[config.mk]
export PLATFORM = sky130hd
export DESIGN_NAME = blgd_display
export DESIGN_NICKNAME = d
export VERILOG_FILES = /design/src/blgd_display.v
export VERILOG_INCLUDE_DIRS = /design/src
export SDC_FILE = /design/constraint.sdc
export NUM_CORES = 1
export LEC_CHECK = 0
export BUFFER_PORTS_ARGS = -buffer_cell sky130_fd_sc_hd__buf_2
export CAP_MARGIN = 20
export CORE_MARGIN = 2
export CORE_UTILIZATION = 40
export DETAILED_ROUTE_END_ITERATION = 10
export PLACE_DENSITY = 0.62
export SYNTH_ARGS = -nofsm -noshare
export SYNTH_HDL_FRONTEND = slang
export SYNTH_SLANG_ARGS = --single-unit
[constraint.sdc]
create_clock -name aclk -period 6.94 [get_ports aclk]
set_input_delay 1.041 -clock aclk [delete_from_list [all_inputs] [get_ports aclk]]
set_output_delay 1.041 -clock aclk [all_outputs]
set_load 0.05 [all_outputs]
[src/blgd_consts.vh]
// constants for the battery led gauge display block
`ifndef BLGD_CONSTS_VH
`define BLGD_CONSTS_VH
// timing: clock period, one millisecond, one second
`define BLGD_CLK_NS       4
`define BLGD_MS_NS        1000000
`define BLGD_S_MS         20'd1000
// register byte offsets
`define BLGD_CFG          6'h00
`define BLGD_CMD          6'h04
`define BLGD_RATE         6'h08
`define BLGD_TIME         6'h0C
`define BLGD_ALARM        6'h10
`define BLGD_DTHR         6'h14
`define BLGD_CTHR         6'h18
`define BLGD_THR5         6'h1C
`define BLGD_STATE        6'h20
// cfg field positions
`define BLGD_CFG_CNT_LO   0
`define BLGD_CFG_CNT_HI   1
`define BLGD_CFG_SERIES   2
`define BLGD_CFG_SRC      3
`define BLGD_CFG_RCAEN    4
`define BLGD_CFG_SHOW_AFTER_RESET     5
`define BLGD_CFG_SHOW_WHILE_CHARGING   6
`define BLGD_CFG_PFEN     7
`define BLGD_CFG_PFNOHOLD 8
`define BLGD_CMD_SHOW     0
// reset values: five segments, show after reset, 500/1000 ms, 100 ms, 4 s, 10 %
`define BLGD_CFG_RST      32'h0000_0023
`define BLGD_RATE_RST     32'h03E8_01F4
`define BLGD_TIME_RST     32'h0004_0064
`define BLGD_ALARM_RST    32'h0000_0A0A
`define BLGD_PCT_MAX      8'h65
// fixed threshold tables, segment 1 in the low byte
`define BLGD_FIX3         40'hFF_FF_43_22_00
`define BLGD_FIX4         40'hFF_4B_32_19_00
`define BLGD_FIX5         40'h50_3C_28_14_00
// count selector codes
`define BLGD_CNT_USER     2'b00
`define BLGD_CNT_3        2'b01
`define BLGD_CNT_4        2'b10
// states
`define BLGD_ST_IDLE      2'h0
`define BLGD_ST_STEP      2'h1
`define BLGD_ST_HOLD      2'h2
`define BLGD_ST_FAIL      2'h3
// axi responses
`define BLGD_RESP_OKAY    2'h0
`define BLGD_RESP_SLVERR  2'h2
`endif

[src/blgd_display.v]
// led capacity display controller with axi4-lite register slave
`timescale 1ns/1ps
// How it works
// - count selector: 00 user thresholds, 01 three, 10 four, 11 five segments.
// - thresholds loaded per segment count at reset and on each cfg write that selects a fixed count.
// - series selector 0: each segment driven on its own.
// - series selector 1: shunt nodes to ground, no failure display.
// - source selector picks relative (0) or absolute (1) charge percentage.
// - discharging: segment lit when percentage at or above discharge threshold.
// - at or below discharge alarm level lit segments flash, half duty.
// - alarm flash enable with capacity alarm flashes lit segments, half duty.
// - user thresholds kept within 0 to 101 percent.
// - charging: segment lit when percentage at or above charge threshold.
// - charging: highest lit segment blinks at blink rate.
// - at or below charge alarm level lit segments flash, half duty.
// - permanent fail flag shows failure code format.
// - segment three blinks for first eight causes, else segment two.
// - segments switch on one by one with step delay between.
// - all lit, display held for hold time then all off together.
// - host command or reset exit (if enabled) activates display.
// - charge current above threshold keeps display active if enabled.
// - request pin falling edge activates; further edges ignored until the display is idle again.
// - failure display follows, two hold periods per set cause bit.
// - without no-hold, pin must stay low through hold for failure display.
// - either undervoltage flag blanks the display.
`include "blgd_consts.vh"
module blgd_display #(
	parameter MS_CYCLES = `BLGD_MS_NS / `BLGD_CLK_NS
) (
	// clock and reset
	input  wire        aclk,
	input  wire        aresetn,
	// axi4-lite write
	input  wire [5:0]  awaddr,
	input  wire        awvalid,
	output wire        awready,
	input  wire [31:0] wdata,
	input  wire [3:0]  wstrb,
	input  wire        wvalid,
	output wire        wready,
	output wire [1:0]  bresp,
	output wire        bvalid,
	input  wire        bready,
	// axi4-lite read
	input  wire [5:0]  araddr,
	input  wire        arvalid,
	output wire        arready,
	output wire [31:0] rdata,
	output wire [1:0]  rresp,
	output wire        rvalid,
	input  wire        rready,
	// gauge state, same clock
	input  wire [7:0]  relative_charge,
	input  wire [7:0]  absolute_charge,
	input  wire        discharging_flag,
	input  wire        remaining_capacity_alarm,
	input  wire        permanent_fail_flag,
	input  wire [15:0] fail_cause_word,
	input  wire        cell_undervoltage_flag,
	input  wire        pack_undervoltage_flag,
	input  wire        charge_current_high,
	// push-button pin, asynchronous
	input  wire        display_request_pin,
	// segment drive
	output wire [4:0]  segment_drive,
	output wire        display_busy
);
	localparam integer MS_LAST_I = MS_CYCLES - 1;
	localparam [17:0]  MS_LAST   = MS_LAST_I[17:0];
	localparam [31:0]  CFG_RST   = `BLGD_CFG_RST;

	reg        awready_ff, wready_ff, bvalid_ff, arready_ff, rvalid_ff;
	reg [1:0]  bresp_ff, rresp_ff;
	reg [31:0] rdata_ff, wdata_ff;
	reg [3:0]  wstrb_ff;
	reg [5:0]  waddr_ff;
	reg [31:0] cfg_ff, rate_ff, time_ff, alarm_ff;
	reg [7:0]  dsg_thr_ff [0:4];
	reg [7:0]  chg_thr_ff [0:4];
	reg        show_cmd_ff, first_ff;
	reg        pin_s1_ff, pin_s2_ff, pin_s3_ff, pin_lvl_ff;
	reg [17:0] ms_cnt_ff;
	reg        ms_tick_ff;
	reg [15:0] ph_cnt_ff [0:1];
	reg [1:0]  phase_ff;
	reg [1:0]  state_ff;
	reg [2:0]  step_ff;
	reg [19:0] tmr_ff;
	reg        pin_act_ff, pin_held_ff;
	reg [15:0] pf_rem_ff;
	reg [4:0]  seg_ff;
	reg        busy_ff;
	reg [31:0] rd_mux;
	reg [4:0]  shown;
	reg [4:0]  base;

	assign awready       = awready_ff;
	assign wready        = wready_ff;
	assign bvalid        = bvalid_ff;
	assign bresp         = bresp_ff;
	assign arready       = arready_ff;
	assign rvalid        = rvalid_ff;
	assign rdata         = rdata_ff;
	assign rresp         = rresp_ff;
	assign segment_drive = seg_ff;
	assign display_busy  = busy_ff;

	// byte-lane merge of a write into an old word
	function [31:0] merge;
		input [31:0] old;
		input [31:0] nw;
		input [3:0]  strb;
		integer k;
		begin
			merge = old;
			for (k = 0; k < 4; k = k + 1)
				if (strb[k])
					merge[k*8 +: 8] = nw[k*8 +: 8];
		end
	endfunction

	// fixed threshold for segment idx under a count code
	function [7:0] thr_fixed;
		input [1:0] code;
		input [2:0] idx;
		reg   [39:0] tbl;
		begin
			case (code)
				`BLGD_CNT_3: tbl = `BLGD_FIX3;
				`BLGD_CNT_4: tbl = `BLGD_FIX4;
				default:     tbl = `BLGD_FIX5;
			endcase
			thr_fixed = tbl[{idx, 3'b000} +: 8];
		end
	endfunction

	// index of lowest set cause bit plus one, zero when none
	function [4:0] cause_idx;
		input [15:0] w;
		integer k;
		reg [4:0] n;
		begin
			cause_idx = 5'h00;
			n = 5'h10;
			for (k = 15; k >= 0; k = k - 1) begin
				if (w[k])
					cause_idx = n;
				n = n - 5'h01;
			end
		end
	endfunction

	// failure code pattern: one segment blinks, two others off/on/flash
	function [4:0] pf_pattern;
		input [4:0] idx;
		input       fl;
		input       bl;
		reg   [4:0] m, r, q;
		reg         lr, lq;
		begin
			m  = (idx < 5'h09) ? idx : idx - 5'h09;
			r  = m % 5'h03;
			q  = m / 5'h03;
			lr = (r == 5'h01) | ((r == 5'h02) & fl);
			lq = (q == 5'h01) | ((q == 5'h02) & fl);
			if (idx < 5'h09)
				pf_pattern = {2'b00, bl, lr, lq};
			else
				pf_pattern = {2'b00, lr, bl, lq};
		end
	endfunction

	// configuration fields
	wire [1:0] cnt_code  = {cfg_ff[`BLGD_CFG_CNT_HI], cfg_ff[`BLGD_CFG_CNT_LO]};
	wire       series    = cfg_ff[`BLGD_CFG_SERIES];
	wire [2:0] nseg      = (cnt_code == `BLGD_CNT_3) ? 3'h3 :
	                       (cnt_code == `BLGD_CNT_4) ? 3'h4 : 3'h5;
	wire [7:0] pct       = cfg_ff[`BLGD_CFG_SRC] ? absolute_charge : relative_charge;
	wire       uv_block  = cell_undervoltage_flag | pack_undervoltage_flag;
	wire       flash_ph  = phase_ff[0];
	wire       blink_ph  = phase_ff[1];

	// write happens once both address and data are caught
	wire       do_write  = ~awready_ff & ~wready_ff & ~bvalid_ff;
	wire [31:0] cfg_new  = merge(cfg_ff, wdata_ff, wstrb_ff);
	wire       wr_cfg    = do_write & (waddr_ff == `BLGD_CFG);
	wire       reload    = wr_cfg & ({cfg_new[`BLGD_CFG_CNT_HI], cfg_new[`BLGD_CFG_CNT_LO]}
	                       != `BLGD_CNT_USER);
	wire       user_wr   = do_write & (cnt_code == `BLGD_CNT_USER);
	wire       mapped_w  = (waddr_ff <= `BLGD_THR5);

	// axi write channel handshakes
	always @(posedge aclk) begin
		if (!aresetn) begin
			awready_ff <= 1'b1;
			wready_ff  <= 1'b1;
			bvalid_ff  <= 1'b0;
			bresp_ff   <= `BLGD_RESP_OKAY;
			waddr_ff   <= 6'h00;
			wdata_ff   <= 32'h0000_0000;
			wstrb_ff   <= 4'h0;
		end else begin
			if (awvalid && awready_ff) begin
				waddr_ff   <= {awaddr[5:2], 2'b00};
				awready_ff <= 1'b0;
			end
			if (wvalid && wready_ff) begin
				wdata_ff  <= wdata;
				wstrb_ff  <= wstrb;
				wready_ff <= 1'b0;
			end
			if (do_write) begin
				bvalid_ff <= 1'b1;
				bresp_ff  <= mapped_w ? `BLGD_RESP_OKAY : `BLGD_RESP_SLVERR;
			end
			if (bvalid_ff && bready) begin
				bvalid_ff  <= 1'b0;
				awready_ff <= 1'b1;
				wready_ff  <= 1'b1;
			end
		end
	end

	// plain registers; command bit is a one-cycle request
	always @(posedge aclk) begin
		if (!aresetn) begin
			cfg_ff      <= `BLGD_CFG_RST;
			rate_ff     <= `BLGD_RATE_RST;
			time_ff     <= `BLGD_TIME_RST;
			alarm_ff    <= `BLGD_ALARM_RST;
			show_cmd_ff <= 1'b0;
		end else begin
			show_cmd_ff <= do_write & (waddr_ff == `BLGD_CMD) & wstrb_ff[0]
			               & wdata_ff[`BLGD_CMD_SHOW];
			if (wr_cfg)
				cfg_ff <= cfg_new;
			if (do_write && waddr_ff == `BLGD_RATE)
				rate_ff <= merge(rate_ff, wdata_ff, wstrb_ff);
			if (do_write && waddr_ff == `BLGD_TIME)
				time_ff <= merge(time_ff, wdata_ff, wstrb_ff);
			if (do_write && waddr_ff == `BLGD_ALARM)
				alarm_ff <= merge(alarm_ff, wdata_ff, wstrb_ff);
		end
	end

	// per-segment thresholds; fixed tables lock out software writes
	genvar gi;
	generate
		for (gi = 0; gi < 5; gi = gi + 1) begin : g_thr
			localparam [5:0] DADR = (gi < 4) ? `BLGD_DTHR : `BLGD_THR5;
			localparam [5:0] CADR = (gi < 4) ? `BLGD_CTHR : `BLGD_THR5;
			localparam integer DL = (gi < 4) ? gi : 0;
			localparam integer CL = (gi < 4) ? gi : 1;
			wire [7:0] dval = wdata_ff[DL*8 +: 8];
			wire [7:0] cval = wdata_ff[CL*8 +: 8];
			always @(posedge aclk) begin
				if (!aresetn) begin
					dsg_thr_ff[gi] <= thr_fixed(CFG_RST[1:0], gi);
					chg_thr_ff[gi] <= thr_fixed(CFG_RST[1:0], gi);
				end else if (reload) begin
					dsg_thr_ff[gi] <= thr_fixed(cfg_new[1:0], gi);
					chg_thr_ff[gi] <= thr_fixed(cfg_new[1:0], gi);
				end else begin
					if (user_wr && waddr_ff == DADR && wstrb_ff[DL])
						dsg_thr_ff[gi] <= (dval > `BLGD_PCT_MAX) ? `BLGD_PCT_MAX : dval;
					if (user_wr && waddr_ff == CADR && wstrb_ff[CL])
						chg_thr_ff[gi] <= (cval > `BLGD_PCT_MAX) ? `BLGD_PCT_MAX : cval;
				end
			end
		end
	endgenerate

	// read data selection
	always @* begin
		case ({araddr[5:2], 2'b00})
			`BLGD_CFG:   rd_mux = cfg_ff;
			`BLGD_CMD:   rd_mux = 32'h0000_0000;
			`BLGD_RATE:  rd_mux = rate_ff;
			`BLGD_TIME:  rd_mux = time_ff;
			`BLGD_ALARM: rd_mux = alarm_ff;
			`BLGD_DTHR:  rd_mux = {dsg_thr_ff[3], dsg_thr_ff[2], dsg_thr_ff[1], dsg_thr_ff[0]};
			`BLGD_CTHR:  rd_mux = {chg_thr_ff[3], chg_thr_ff[2], chg_thr_ff[1], chg_thr_ff[0]};
			`BLGD_THR5:  rd_mux = {16'h0000, chg_thr_ff[4], dsg_thr_ff[4]};
			`BLGD_STATE: rd_mux = {16'h0000, pf_rem_ff == 16'h0000, pin_lvl_ff, step_ff,
			                       state_ff, busy_ff, 3'h0, seg_ff};
			default:     rd_mux = 32'h0000_0000;
		endcase
	end

	// axi read channel
	always @(posedge aclk) begin
		if (!aresetn) begin
			arready_ff <= 1'b1;
			rvalid_ff  <= 1'b0;
			rdata_ff   <= 32'h0000_0000;
			rresp_ff   <= `BLGD_RESP_OKAY;
		end else begin
			if (arvalid && arready_ff) begin
				arready_ff <= 1'b0;
				rvalid_ff  <= 1'b1;
				rdata_ff   <= rd_mux;
				rresp_ff   <= ({araddr[5:2], 2'b00} <= `BLGD_STATE) ?
				              `BLGD_RESP_OKAY : `BLGD_RESP_SLVERR;
			end
			if (rvalid_ff && rready) begin
				rvalid_ff  <= 1'b0;
				arready_ff <= 1'b1;
			end
		end
	end

	// pin sync; a level counts once second and third stages agree
	wire pin_fall = pin_lvl_ff & ~pin_s2_ff & ~pin_s3_ff;
	always @(posedge aclk) begin
		if (!aresetn) begin
			pin_s1_ff  <= 1'b1;
			pin_s2_ff  <= 1'b1;
			pin_s3_ff  <= 1'b1;
			pin_lvl_ff <= 1'b1;
		end else begin
			pin_s1_ff <= display_request_pin;
			pin_s2_ff <= pin_s1_ff;
			pin_s3_ff <= pin_s2_ff;
			if (pin_s2_ff == pin_s3_ff)
				pin_lvl_ff <= pin_s3_ff;
		end
	end

	// millisecond tick shared by every timer
	always @(posedge aclk) begin
		if (!aresetn) begin
			ms_cnt_ff  <= 18'h00000;
			ms_tick_ff <= 1'b0;
		end else begin
			ms_tick_ff <= (ms_cnt_ff == MS_LAST);
			ms_cnt_ff  <= (ms_cnt_ff == MS_LAST) ? 18'h00000 : ms_cnt_ff + 18'h00001;
		end
	end

	// flash (0) and blink (1) phases, half period each; odd rates round down
	generate
		for (gi = 0; gi < 2; gi = gi + 1) begin : g_phase
			wire [15:0] rate = rate_ff[gi*16 +: 16];
			wire [15:0] half = (rate[15:1] == 15'h0000) ? 16'h0001 : {1'b0, rate[15:1]};
			always @(posedge aclk) begin
				if (!aresetn) begin
					ph_cnt_ff[gi] <= 16'h0000;
					phase_ff[gi]  <= 1'b1;
				end else if (ms_tick_ff) begin
					if (ph_cnt_ff[gi] >= half - 16'h0001) begin
						ph_cnt_ff[gi] <= 16'h0000;
						phase_ff[gi]  <= ~phase_ff[gi];
					end else begin
						ph_cnt_ff[gi] <= ph_cnt_ff[gi] + 16'h0001;
					end
				end
			end
		end
	endgenerate

	// capacity pattern: compare, top segment, step mask
	wire [4:0] lit, top, stepm;
	generate
		for (gi = 0; gi < 5; gi = gi + 1) begin : g_seg
			wire [7:0] thr = discharging_flag ? dsg_thr_ff[gi] : chg_thr_ff[gi];
			assign lit[gi]   = (gi < nseg) & (pct >= thr);
			assign top[gi]   = lit[gi] & ~|(lit >> (gi + 1));
			assign stepm[gi] = (gi < step_ff);
		end
	endgenerate

	wire [7:0] alarm_lvl = discharging_flag ? alarm_ff[7:0] : alarm_ff[15:8];
	wire       low_alarm = (pct <= alarm_lvl);
	wire       rca_flash = cfg_ff[`BLGD_CFG_RCAEN] & remaining_capacity_alarm;
	wire       pf_show   = permanent_fail_flag & ~series;

	// pattern shown this cycle
	always @* begin
		if (discharging_flag)
			base = lit;
		else
			base = (lit & ~top) | (top & {5{blink_ph}});
		if (low_alarm || rca_flash)
			base = lit & {5{flash_ph}};
		if (pf_show)
			base = pf_pattern(cause_idx(fail_cause_word), flash_ph, blink_ph);
		case (state_ff)
			`BLGD_ST_STEP: shown = base & stepm;
			`BLGD_ST_HOLD: shown = base;
			`BLGD_ST_FAIL: shown = pf_pattern(cause_idx(pf_rem_ff), flash_ph, blink_ph);
			default:       shown = 5'h00;
		endcase
		if (uv_block)
			shown = 5'h00;
	end

	// activation sources and timer limits
	wire        keep_on  = cfg_ff[`BLGD_CFG_SHOW_WHILE_CHARGING] & charge_current_high;
	wire        pin_go   = pin_fall & (state_ff == `BLGD_ST_IDLE);
	wire        activate = show_cmd_ff | (first_ff & cfg_ff[`BLGD_CFG_SHOW_AFTER_RESET]) | pin_go | keep_on;
	wire [19:0] hold_ms  = {12'h000, time_ff[23:16]} * `BLGD_S_MS;
	wire [19:0] delay_ms = {4'h0, time_ff[15:0]};
	wire [19:0] pf_ms    = {hold_ms[18:0], 1'b0};
	wire        pf_go    = cfg_ff[`BLGD_CFG_PFEN] & ~series & pin_act_ff
	                       & (cfg_ff[`BLGD_CFG_PFNOHOLD] | pin_held_ff)
	                       & (fail_cause_word != 16'h0000);

	// display sequencer
	always @(posedge aclk) begin
		if (!aresetn) begin
			state_ff    <= `BLGD_ST_IDLE;
			step_ff     <= 3'h0;
			tmr_ff      <= 20'h00000;
			pin_act_ff  <= 1'b0;
			pin_held_ff <= 1'b0;
			pf_rem_ff   <= 16'h0000;
			first_ff    <= 1'b1;
		end else begin
			first_ff <= 1'b0;
			if (pin_lvl_ff)
				pin_held_ff <= 1'b0;
			if (uv_block) begin
				state_ff <= `BLGD_ST_IDLE;
				step_ff  <= 3'h0;
			end else begin
				case (state_ff)
					`BLGD_ST_IDLE: begin
						if (activate) begin
							state_ff    <= `BLGD_ST_STEP;
							step_ff     <= 3'h1;
							tmr_ff      <= 20'h00000;
							pin_act_ff  <= pin_go;
							pin_held_ff <= pin_go;
						end
					end
					`BLGD_ST_STEP: begin
						if (step_ff >= nseg) begin
							state_ff <= `BLGD_ST_HOLD;
							tmr_ff   <= 20'h00000;
						end else if (tmr_ff >= delay_ms) begin
							step_ff <= step_ff + 3'h1;
							tmr_ff  <= 20'h00000;
						end else if (ms_tick_ff) begin
							tmr_ff <= tmr_ff + 20'h00001;
						end
					end
					`BLGD_ST_HOLD: begin
						if (keep_on) begin
							tmr_ff <= 20'h00000;
						end else if (tmr_ff >= hold_ms) begin
							tmr_ff <= 20'h00000;
							if (pf_go) begin
								state_ff  <= `BLGD_ST_FAIL;
								pf_rem_ff <= fail_cause_word;
							end else begin
								state_ff <= `BLGD_ST_IDLE;
								step_ff  <= 3'h0;
							end
						end else if (ms_tick_ff) begin
							tmr_ff <= tmr_ff + 20'h00001;
						end
					end
					`BLGD_ST_FAIL: begin
						if (pf_rem_ff == 16'h0000) begin
							state_ff <= `BLGD_ST_IDLE;
							step_ff  <= 3'h0;
						end else if (tmr_ff >= pf_ms) begin
							pf_rem_ff <= pf_rem_ff & (pf_rem_ff - 16'h0001);
							tmr_ff    <= 20'h00000;
						end else if (ms_tick_ff) begin
							tmr_ff <= tmr_ff + 20'h00001;
						end
					end
					default: state_ff <= `BLGD_ST_IDLE;
				endcase
			end
		end
	end

	// drive: parallel is the pattern, series shunts every dark node
	always @(posedge aclk) begin
		if (!aresetn) begin
			seg_ff  <= 5'h00;
			busy_ff <= 1'b0;
		end else begin
			seg_ff  <= series ? ~shown : shown;
			busy_ff <= (state_ff != `BLGD_ST_IDLE);
		end
	end

endmodule

==> results.md, run 1 <==
- CTS root buffer: clkbuf_16
- Final Hold Fails: 0
- Warnings from Yosys: 0
- Top cells by area, synth: dfxtp_1, edfxtp_1, ha_1
- Cell count along the critical path: 26
- Total global routing overflow: 0
- Power per Cell Area: 205 nW/um2
- CTS Buf Count: 46
- Die W: 246 um
- Total leakage power: 10.4 nW
- Worst endpoint required time: 7.44 ns
- EDFF count, synth: 112
- Startpoint Class: flop
- CTS Buffer Depth: 3
- Max-cap violations: 0
- FF-to-FF Start: time_ff[18]$_SDFFE_PN1P_
- Seq/Total Area, Yosys: 0.385
- CP Launch Point: time_ff[18]$_SDFFE_PN1P_
- CTS tree: built
- Post-synth ARST share: 0
- Yosys top cell area share: 0.241
- Total Die Area: 60700 um2
- Ant. Diodes: 0
- Slew Viols, Final: 0
- Worst rel slew slack: 0.230
- Worst r2r path cells: 26
- Met2 GRT Util: 0.397
- Critical Path End Type: flop
- Initial antenna violation count: 1
- Skew-Pair Late Insertion Delay: 0.62 ns
- Worst Max-Slew Pin Slew: 1.13 ns
- #FFs+latches synth: 395
- Final setup violation count: 0
- First-pass GRT wire length: 115000 um
- Synth Area per Inst: 8.63 um2
- Final ANT Viol Nets: 0
- Post-synth top area cell: dfxtp_1
- Clock network power share: 0.459
- Crit path max-delay family: adder cells
- WL/cell: 20.8 um
- Synth Area in Compound Gates: 0.191
- DRC Markers: 0
- Mux share of post-synthesis cell area: 0.0362
- Vias in the first global route: 20083
- Simple-gate share of the synthesized area: 0.195
- Tcrit/Tclk final: 0.921
- Global route hottest layer: met2
- Cells on Worst Hold Path: 1
- Io pins: 141
- Post-Syn Area: 23500 um2
- Netlist cell types: 93
- Psw: 1.43 mW
- Fill count: 5677
- Largest net degree at the start of global routing: 102
- Max H-tree Level: 2
- Setup CP Type: reg2reg
- Clock-pin slew on the worst setup and hold paths: 0.06 ns
- GRT met1 Usage: 0.317
- Placer congestion estimate: 0.942
- Critical path arrival: 6.89 ns
- Starting density of the core: 0.405
- Met3 Usage GRT: 0.0382
- Layout cell share with drive strength beyond 1: 0.108
- Wirelength, routed: 75000 um
- Crit path largest cell delay: 0.57 ns
- Flop pwr share: 0.458
- Hold WC Path Type: reg2reg
- Area occupied by multi-input gates: 13600 um2
- CTS Hold Bufs: 0
- Largest family of logic cells by synthesized area: simple AND/OR/NAND/NOR gates
- Initial DRC Count: 1942
- Rows: 88
- Via count: 21236
- Port bufs: 134
- End of the critical path: tmr_ff[1]$_SDFFE_PN0P_
- Minimum clock period: 6.39 ns
- First-pass DRT Iterations: 8
- Post-Synth Adder-Cell Area: 0.119
- Clk sinks: 395
- Cells after Synth: 2720
- Worst R2R End: tmr_ff[1]$_SDFFE_PN0P_
- CP max FO: 11
- Total negative slack: 0 ns
- Fmax: 156 MHz
- Slowest stage cell on the critical path: fa_1
- Nets@finish: 3114
- Share of the core filled with cells: 0.458
- Synth Flop Type: dfxtp_1
- Vias per cell: 5.88
- Sw frac: 0.263
- Combinational power share: 0.083
- Max VDD drop: 0.172 mV
- Die Y: 246 um
- Worst Skew: 0.0482 ns
- Area of the core: 57900 um2
- RSZ-0062 raised after global routing: no
- Setup slack, reg-to-reg: 0.55 ns
- Status: finished clean
- Crit path buf inv count: 5
- Layout area overhead: 12.9%
- Reg area: 9030 um2
- Internal: 4.01 mW
- Post-Synth XOR/XNOR Area: 0.0332
- Detail Placement HPWL: 54300 um
- Total track usage: 0.243
power groups by stage:
stage / logic, mW / registers (mW) / clock network [mW]
5_1_grt: 0.490 / 2.50 / 2.63
6_report: 0.449 / 2.49 / 2.50
3_5_place_dp: 0.440 / 2.54 / 0
4_1_cts: 0.443 / 2.49 / 2.54
2_1_floorplan: 0.277 / 2.52 / 0
3_3_place_gp: 0.429 / 2.54 / 0
worst reg2reg max path, cell delays in order, from the launching register on:
cell      delay (ns)
dfxtp_1         0.32
fa_1            0.57
inv_1           0.06
fa_1            0.47
fa_1            0.51
inv_1           0.05
fa_1            0.45
ha_1            0.29
inv_1           0.09
o21ai_0         0.09
a21oi_1         0.23
nand2b_1        0.15
a21oi_1         0.08
o21ai_0         0.20
nand2b_1        0.09
a21oi_1         0.22
o21bai_1        0.08
a21oi_1         0.18
xnor2_1         0.17
ha_1            0.33
and4_1          0.19
a31oi_1         0.13
a22o_1          0.26
o21ai_1         0.37
inv_1           0.21
buf_4           0.23
a32o_1          0.27
worst min-delay path by stage:
stage / startpoint / endpoint
5_1_grt: pin_s1_ff$_SDFF_PN1_ / pin_s2_ff$_SDFF_PN1_
4_1_cts: pin_s1_ff$_SDFF_PN1_ / pin_s2_ff$_SDFF_PN1_
3_3_place_gp: pin_s1_ff$_SDFF_PN1_ / pin_s2_ff$_SDFF_PN1_
6_report: pin_s1_ff$_SDFF_PN1_ / pin_s2_ff$_SDFF_PN1_
3_5_place_dp: pin_s1_ff$_SDFF_PN1_ / pin_s2_ff$_SDFF_PN1_
2_1_floorplan: pin_s1_ff$_SDFF_PN1_ / pin_s2_ff$_SDFF_PN1_
state kept, by name, indices dropped and copies added (netlist names), 2 cells and up:
register       flops
tmr_ff            20
pf_rem_ff         16
ph_cnt_ff         32
cfg_ff            32
wstrb_ff           4
wdata_ff          32
rdata             32
chg_thr_ff        40
alarm_ff          32
rate_ff           32
time_ff           32
state_ff           2
step_ff            3
ms_cnt_ff         18
waddr_ff           4
segment_drive      5
dsg_thr_ff        40
timing repair:
item,in CTS,in global routing
resized for setup,0,1
endpoints found under the hold margin,0,0
buffers inserted,0,0
setup endpoints to repair,0,6
cells in the mapped netlist, types with 4 or more instances:
master	instances
nor4_2	4
nor3b_1	8
buf_1	9
inv_1	104
dfxtp_1	283
o31ai_1	6
a31oi_1	35
nor3_1	31
o21ai_0	126
or3_1	14
a211o_1	6
nor4_1	20
xor2_1	34
o21a_1	13
nor2b_1	23
a21o_1	44
nor4b_1	6
a22oi_1	118
edfxtp_1	112
a2111oi_0	4
nand4_1	16
and2_1	15
fa_1	22
nand3b_1	4
clkbuf_1	124
a21boi_0	5
nand3_1	165
xnor2_1	55
ha_1	189
a41oi_1	15
o31a_1	6
a221oi_1	4
mux2i_1	67
nand2b_1	37
and3_1	28
a211oi_1	5
and4_1	4
o22ai_1	8
nor2_1	235
a21oi_1	233
mux2_2	16
o211ai_1	14
nand2_1	369
routing by layer:
metal / vias to the layer above / share of wire
met5: - / 0.00011
met3: 174 / 0.084
li1: 9977 / -
met1: 10182 / 0.42
met2: 901 / 0.45
met4: 2 / 0.044
cells in the final DEF, fill, tap and decap left out, types with 22 or more instances in the layout:
master     count
a21o_1        44
a21oi_1      233
a22oi_1      118
a31oi_1       35
and3_1        28
buf_2        134
buf_4         40
clkbuf_16     47
dfxtp_1      282
edfxtp_1     112
fa_1          22
ha_1         189
inv_1        103
mux2i_1       66
nand2_1      369
nand2b_1      37
nand3_1      165
nor2_1       233
nor2b_1       23
nor3_1        26
o21ai_0      125
xnor2_1       55
xor2_1        34
layout make-up:
class,count,share of cell area
Multi-Input combinational cell,2087,0.513
Sequential cell,395,0.341
Clock buffer,61,0.0471
Timing Repair Buffer,174,0.0366
Tap cell,765,0.0361
Inverter,105,0.0151
Clock inverter,25,0.0116
stage by stage:
| step | setup slack, ns | cell area, um2 | hold WS (ns) | std cells | total power [mW] |
|---|---|---|---|---|---|
| detailed placement | 0.454 | 24900 | 0.397 | 3524 | 2.98 |
| global route | 0.0736 | 26500 | 0.429 | 3612 | 5.62 |
| finish | 0.545 | 26500 | 0.401 | 3612 | 5.44 |
| floorplan | 1.02 | 23500 | 0.386 | 2728 | 2.80 |
| CTS | 0.448 | 26500 | 0.404 | 3610 | 5.47 |
| global placement | 0.560 | 24900 | 0.394 | 3524 | 2.96 |
cell families after synthesis:
family,count (synthesis)
AOI/OAI and AO/OA,697
xor gates and xnor gates,89
adders and majority gates,211
buffers and inverters,246
DFF,395
muxes,83
other,2
and+or+nand+nor,997
Note: power is estimated with default switching activity, not from simulation.
==> run 2, diff against run 1 <==
Settings changed: CORE_ASPECT_RATIO from default to 1.1.
==> run 2 against run 1 <==
Sequential share of layout area is 0.13 points higher. Die area about the same. Worst hold slack better by 0.015 ns. Critical endpoint is now pf_rem_ff[5]$_SDFFE_PN0P_. Largest power group is now registers. Sequential power hardly changed. Count of clock-buffer cells in the layout down 6. Critical path depth fell by 4. Wire length grew 1.9%. Clock power fell by 5%. Setup slack better by 0.071 ns. Maximum frequency increased by 1.1%. Combinational power about the same.
==> results.md, run 2 (synthesis gave the netlist of run 1 again) <==
- Status: finished clean
- First-pass DRT Iterations: 7 (-1)
- Fmax: 158 MHz (+1.1%)
- Met2 GRT Util: 0.430 (+0.0333)
- Initial DRC Count: 1875 (-3.5%)
- Flop pwr share: 0.468 (+0.010)
- Clock network power share: 0.447 (-0.012)
- Layout cell share with drive strength beyond 1: 0.108 (-0.000627)
- CP max FO: 15 (+4)
- Global route hottest layer: met2
- Minimum clock period: 6.32 ns (-0.0710 ns)
- CP Cell Sequence: fa_1 > fa_1 > fa_1 > fa_1 > ha_1 > a21oi_1 > nand2b_1 > a21oi_1 > o21ai_0 > nand2b_1 > a21oi_1 > o21bai_1 > a21oi_1 > xnor2_1 > ha_1 > and4_1 > a31oi_1 > nor2_1 > o2111a_1 > and2_1 > a22oi_1 > nor2_1
- Layout area overhead: 12.4%
- Die W: 235 um (-4.6%)
- First-pass GRT wire length: 119000 um (+2.9%)
- Worst endpoint required time: 7.36 ns (-0.08 ns)
- Combinational power share: 0.085 (+0.002)
- Setup CP Type: reg2reg
- CTS Hold Bufs: 0 (unchanged)
- Slowest stage cell on the critical path: dfxtp_1
- Clk sinks: 395 (unchanged)
- Max H-tree Level: 2 (unchanged)
- Biggest regs: chg_thr_ff (40), dsg_thr_ff (40)
- Crit path largest cell delay: 0.61 ns (+0.04 ns)
- Skew-Pair Late Insertion Delay: 0.60 ns (-0.02 ns)
- Tcrit/Tclk final: 0.911 (-0.0102)
- Initial antenna violation count: 0 (-1)
- Internal: 3.94 mW (-1.6%)
- Slew Viols, Final: 0 (unchanged)
- Via count: 21271 (+0.16%)
- Met3 Usage GRT: 0.0369 (-0.00136)
- Worst Skew: 0.0325 ns (-0.0158 ns)
- Crit path max-delay family: adder cells
- Fill count: 5635 (-0.74%)
- RSZ-0062 raised after global routing: no
- Max-cap violations: 0 (unchanged)
- Placement Cell Area: 24900 um2 (about the same)
- CTS root buffer: clkbuf_16
- Starting density of the core: 0.403 (-0.00265)
- Most frequent cells in the layout: nand2_1, dfxtp_1, a21oi_1, nor2_1, ha_1
- Total negative slack: 0 ns (unchanged)
- Worst Max-Slew Pin Slew: 0.968 ns (-0.165 ns)
- Total track usage: 0.246 (+0.00280)
- Vias per cell: 5.90 (+0.36%)
- Area occupied by multi-input gates: 13600 um2 (about the same)
- Max VDD drop: 0.158 mV (-7.9%)
- Power per Cell Area: 202 nW/um2 (-1.7%)
- Port bufs: 134 (unchanged)
- Vias in the first global route: 20756 (+3.4%)
- Critical path arrival: 6.75 ns (-0.14 ns)
- Ant. Diodes: 0 (unchanged)
- CTS Buf Count: 44 (-4.3%)
- Largest net degree at the start of global routing: 90 (-12%)
- Rows: 93 (+5.7%)
- WL/cell: 21.2 um (+2.1%)
- Total leakage power: 10.4 nW (-0.32%)
- Setup Fix Bufs, Post-CTS: 0 (unchanged)
- Reg area: 9030 um2 (about the same)
- CTS tree: built
- Startpoint Class: flop
- Total Die Area: 60700 um2 (about the same)
- # resized after CTS: 0 (unchanged)
- GRT met1 Usage: 0.305 (-0.0117)
- CTS Buffer Depth: 3 (unchanged)
- Most common cell after layout, fill and taps aside: nand2_1
- Die Y: 258 um (+4.8%)
- Crit path buf inv count: 0 (-5)
- Nets@finish: 3115 (+0.032%)
- Worst rel slew slack: 0.348 (+0.118)
- DRC Markers: 0 (unchanged)
- Io pins: 141 (unchanged)
- Sw frac: 0.260 (-0.00370)
- Hold WC Path Type: reg2reg
- Final setup violation count: 0 (unchanged)
- Final instance area: 26400 um2 (-0.38%)
- Area of the core: 58300 um2 (+0.66%)
- Final ANT Viol Nets: 0 (unchanged)
- Critical Path End Type: flop
- Wirelength, routed: 76400 um (+1.9%)
- Psw: 1.38 mW (-3.5%)
- Detail Placement HPWL: 55500 um (+2.3%)
- Placer congestion estimate: 0.907 (-3.7%)
- Final Hold Fails: 0 (unchanged)
- Total global routing overflow: 0 (unchanged)
- Clock-pin slew on the worst setup and hold paths: 0.06 ns (about the same)
[run 2: per-layer routing]
layer  part of all wire  wire length (um)  vias up
met5                  0                 0        -
met4              0.039              2990        0
met3              0.071              5410      188
met2               0.49             37200      898
met1               0.40             30800    10219
li1                   -                 -     9966
[run 2: final cells by class]
| type | instances | share of cell area |
|---|---|---|
| clock buffers | 55 | 0.0452 |
| flip-flops and latches | 395 | 0.342 |
| multi-input cells | 2087 | 0.515 |
| inverters | 105 | 0.0151 |
| clock inverters | 26 | 0.00943 |
| repair buffers | 177 | 0.0376 |
| well taps | 760 | 0.0360 |
[run 2: path summary, 6_finish.rpt]
check | startpoint | to | slack (ns) | cells past startpoint
worst min-delay path | pin_s1_ff$_SDFF_PN1_ | pin_s2_ff$_SDFF_PN1_ | 0.42 | 1
worst max-delay path | time_ff[19]$_SDFFE_PN0P_ | pf_rem_ff[5]$_SDFFE_PN0P_ | 0.62 | 22
worst max register to register | time_ff[19]$_SDFFE_PN0P_ | pf_rem_ff[5]$_SDFFE_PN0P_ | 0.62 | 22
worst min register to register | pin_s1_ff$_SDFF_PN1_ | pin_s2_ff$_SDFF_PN1_ | 0.42 | 1
[run 2: power groups by stage]
stage          clock network [mW]  registers (mW)  logic, mW
3_5_place_dp                    0            2.54      0.442
2_1_floorplan                   0            2.52      0.277
4_1_cts                      2.43            2.49      0.446
3_3_place_gp                    0            2.54      0.432
6_report                     2.38            2.49      0.450
5_1_grt                      2.51            2.50      0.490
[run 2: metrics by stage]
stage | utilization | instances | setup WS, ns | power, mW | hold WS [ns]
4_1_cts | 0.453 | 3604 | 0.561 | 5.36 | 0.415
3_5_place_dp | 0.428 | 3523 | 0.437 | 2.98 | 0.398
5_1_grt | 0.453 | 3605 | 0.165 | 5.50 | 0.451
6_report | 0.453 | 3605 | 0.616 | 5.33 | 0.415
3_3_place_gp | 0.428 | 3523 | 0.507 | 2.97 | 0.399
2_1_floorplan | - | 2728 | 1.02 | 2.80 | 0.386
==> run 3, diff against run 2 <==
Clock period 6.94 ns to 6.6 ns, I/O delays scaled along.
==> run 3 against run 2 <==
Die area did not move. Clock skew fell by 0.0064 ns. Maximum frequency rose by 1.8%. Largest power group unchanged.
==> results.md, run 3 (synthesis gave the netlist of run 1 again) <==
- Reg area: 9030 um2 (about the same)
- Largest net degree at the start of global routing: 102 (+13%)
- Worst Max-Slew Pin Slew: 0.944 ns (-0.0246 ns)
- Layout cell share with drive strength beyond 1: 0.110 (+0.00231)
- Fmax: 161 MHz (+1.8%)
- Hold WC Path Type: reg2reg
- CTS root buffer: clkbuf_16
- Sw frac: 0.263 (+0.00327)
- Tot Pwr: 5.53 mW (+3.9%)
- # resized after CTS: 0 (unchanged)
- Nets@finish: 3119 (+0.13%)
- Initial DRC Count: 1713 (-8.6%)
- Total global routing overflow: 0 (unchanged)
- Internal: 4.08 mW (+3.4%)
- Most frequent cells in the layout: nand2_1, dfxtp_1, nor2_1
- Io pins: 141 (unchanged)
- Rows: 93 (unchanged)
- Clock-pin slew on the worst setup and hold paths: 0.06 ns (about the same)
- Combinational power share: 0.085 (about the same)
- Skew-Pair Late Insertion Delay: 0.59 ns (about the same)
- Ant. Diodes: 0 (unchanged)
- Worst endpoint required time: 7.07 ns (-0.29 ns)
- Critical path arrival: 6.68 ns (-0.07 ns)
- Layout area overhead: 12.4% (about the same)
- Crit path largest cell delay: 0.57 ns (-0.04 ns)
- Slowest stage cell on the critical path: fa_1
- Max-cap violations: 0 (unchanged)
- Die Y: 258 um (unchanged)
- Fill count: 5595 (-0.71%)
- CP max FO: 22 (+7)
- Total negative slack: 0 ns (unchanged)
- Area of the core: 58300 um2 (unchanged)
- Worst Skew: 0.0260 ns (-0.00642 ns)
- CTS Hold Bufs: 0 (unchanged)
- Power per Cell Area: 210 nW/um2 (+3.9%)
- Placer congestion estimate: 0.912 (+0.53%)
- Tcrit/Tclk final: 0.941 (+0.0301)
- Slew Viols, Final: 0 (unchanged)
- Minimum clock period: 6.21 ns (-0.111 ns)
- Flop pwr share: 0.474 (+0.006)
- Cells on Worst Hold Path: 1 (unchanged)
- Initial antenna violation count: 0 (unchanged)
- Via count: 21134 (-0.64%)
- Most used cell, CP: fa_1
- Setup Fix Bufs, Post-CTS: 0 (unchanged)
- Clock network power share: 0.441 (-0.006)
- CTS tree: built
- Starting density of the core: 0.403 (unchanged)
- Die W: 235 um (unchanged)
- Final ANT Viol Nets: 0 (unchanged)
- Startpoint Class: flop
- Port bufs: 134 (unchanged)
- Worst r2r path cells: 27 (+23%)
- Max VDD drop: 0.160 mV (+1.2%)
- Worst rel slew slack: 0.369 (+0.0209)
- Setup slack, reg-to-reg: 0.39 ns (-0.23 ns)
- DRC Markers: 0 (unchanged)
- Area occupied by multi-input gates: 13600 um2 (about the same)
- Wirelength, routed: 76100 um (-0.36%)
- Detail Placement HPWL: 55800 um (+0.63%)
- Final setup violation count: 0 (unchanged)
- Psw: 1.45 mW (+5.2%)
- FF-to-FF Start: time_ff[18]$_SDFFE_PN1P_
- Post-Route Hold Slack: 0.409 ns (-0.00673 ns)
- Biggest regs: chg_thr_ff (40), dsg_thr_ff (40)
- Total leakage power: 10.3 nW (-0.16%)
- Max H-tree Level: 2 (unchanged)
- Status: finished clean
- CTS Buf Count: 45 (+2.3%)
- Final Hold Fails: 0 (unchanged)
- First-pass GRT wire length: 118000 um (-0.91%)
- Total Die Area: 60700 um2 (unchanged)
- Vias per cell: 5.86 (-0.75%)
- Total track usage: 0.245 (-0.000946)
- First-pass DRT Iterations: 5 (-2)
- Setup CP Type: reg2reg
- Clk sinks: 395 (unchanged)
- Critical Path End Type: flop
- Hold Path Origin: pin_s1_ff$_SDFF_PN1_
- Worst R2R End: tmr_ff[1]$_SDFFE_PN0P_
- CTS Buffer Depth: 3 (unchanged)
- Vias in the first global route: 20935 (+0.86%)
- Most common cell after layout, fill and taps aside: nand2_1
- WL/cell: 21.1 um (-0.47%)
- Hold Path End: pin_s2_ff$_SDFF_PN1_
run 3: layer usage:
metal / part of all wire / vias to the layer above / global-route usage
met3: 0.068 / 206 / 0.0372
met2: 0.48 / 805 / 0.425
li1: - / 9980 / -
met4: 0.048 / 0 / 0.118
met1: 0.40 / 10143 / 0.296
met5: 0 / - / 0
run 3: layout make-up:
cell class	instances	area share
Sequential cell	395	0.342
Clock buffer	54	0.0454
Tap cell	760	0.0360
Multi-Input combinational cell	2087	0.515
Timing Repair Buffer	180	0.0386
Inverter	105	0.0153
Clock inverter	28	0.00782
run 3: worst max path at each step:
| stage | from | to | slack (ns) | cells past startpoint |
|---|---|---|---|---|
| 2_1_floorplan | time_ff[18]$_SDFFE_PN1P_ | pf_rem_ff[5]$_SDFFE_PN0P_ | 0.68 | 28 |
| 3_3_place_gp | time_ff[18]$_SDFFE_PN1P_ | tmr_ff[1]$_SDFFE_PN0P_ | 0.39 | 27 |
| 3_5_place_dp | time_ff[18]$_SDFFE_PN1P_ | tmr_ff[1]$_SDFFE_PN0P_ | 0.31 | 27 |
| 4_1_cts | time_ff[18]$_SDFFE_PN1P_ | tmr_ff[1]$_SDFFE_PN0P_ | 0.30 | 27 |
| 5_1_grt | time_ff[18]$_SDFFE_PN1P_ | tmr_ff[0]$_SDFFE_PN0P_ | -0.001 | 29 |
| 6_report | time_ff[18]$_SDFFE_PN1P_ | tmr_ff[1]$_SDFFE_PN0P_ | 0.39 | 27 |
run 3: per-stage QoR:
step | area [um2] | setup slack, ns | utilization | instances
after floorplan | 23500 | 0.676 | - | 2728
after global placement | 25000 | 0.391 | 0.428 | 3526
after detailed placement | 25000 | 0.307 | 0.428 | 3527
after CTS | 26400 | 0.297 | 0.453 | 3609
after global routing | 26400 | -0.00135 | 0.453 | 3609
final | 26400 | 0.388 | 0.453 | 3609
run 3: worst max-delay path, delay by kind of cell, from the launching register on:
kind / cells / cell delay (ns)
buffers and inverters: 6 / 0.81
adders and majority gates: 6 / 2.59
and+or+nand+nor: 3 / 0.41
AOI/OAI and AO/OA: 11 / 1.81
DFF: 1 / 0.32
xor gates and xnor gates: 1 / 0.15
run 3: power by group through the flow:
stage | clock (mW) | sequential [mW] | combinational (mW)
finish | 2.44 | 2.62 | 0.470
global placement | 0 | 2.67 | 0.452
global route | 2.56 | 2.63 | 0.514
floorplan | 0 | 2.65 | 0.291
CTS | 2.47 | 2.62 | 0.467
detailed placement | 0 | 2.67 | 0.465
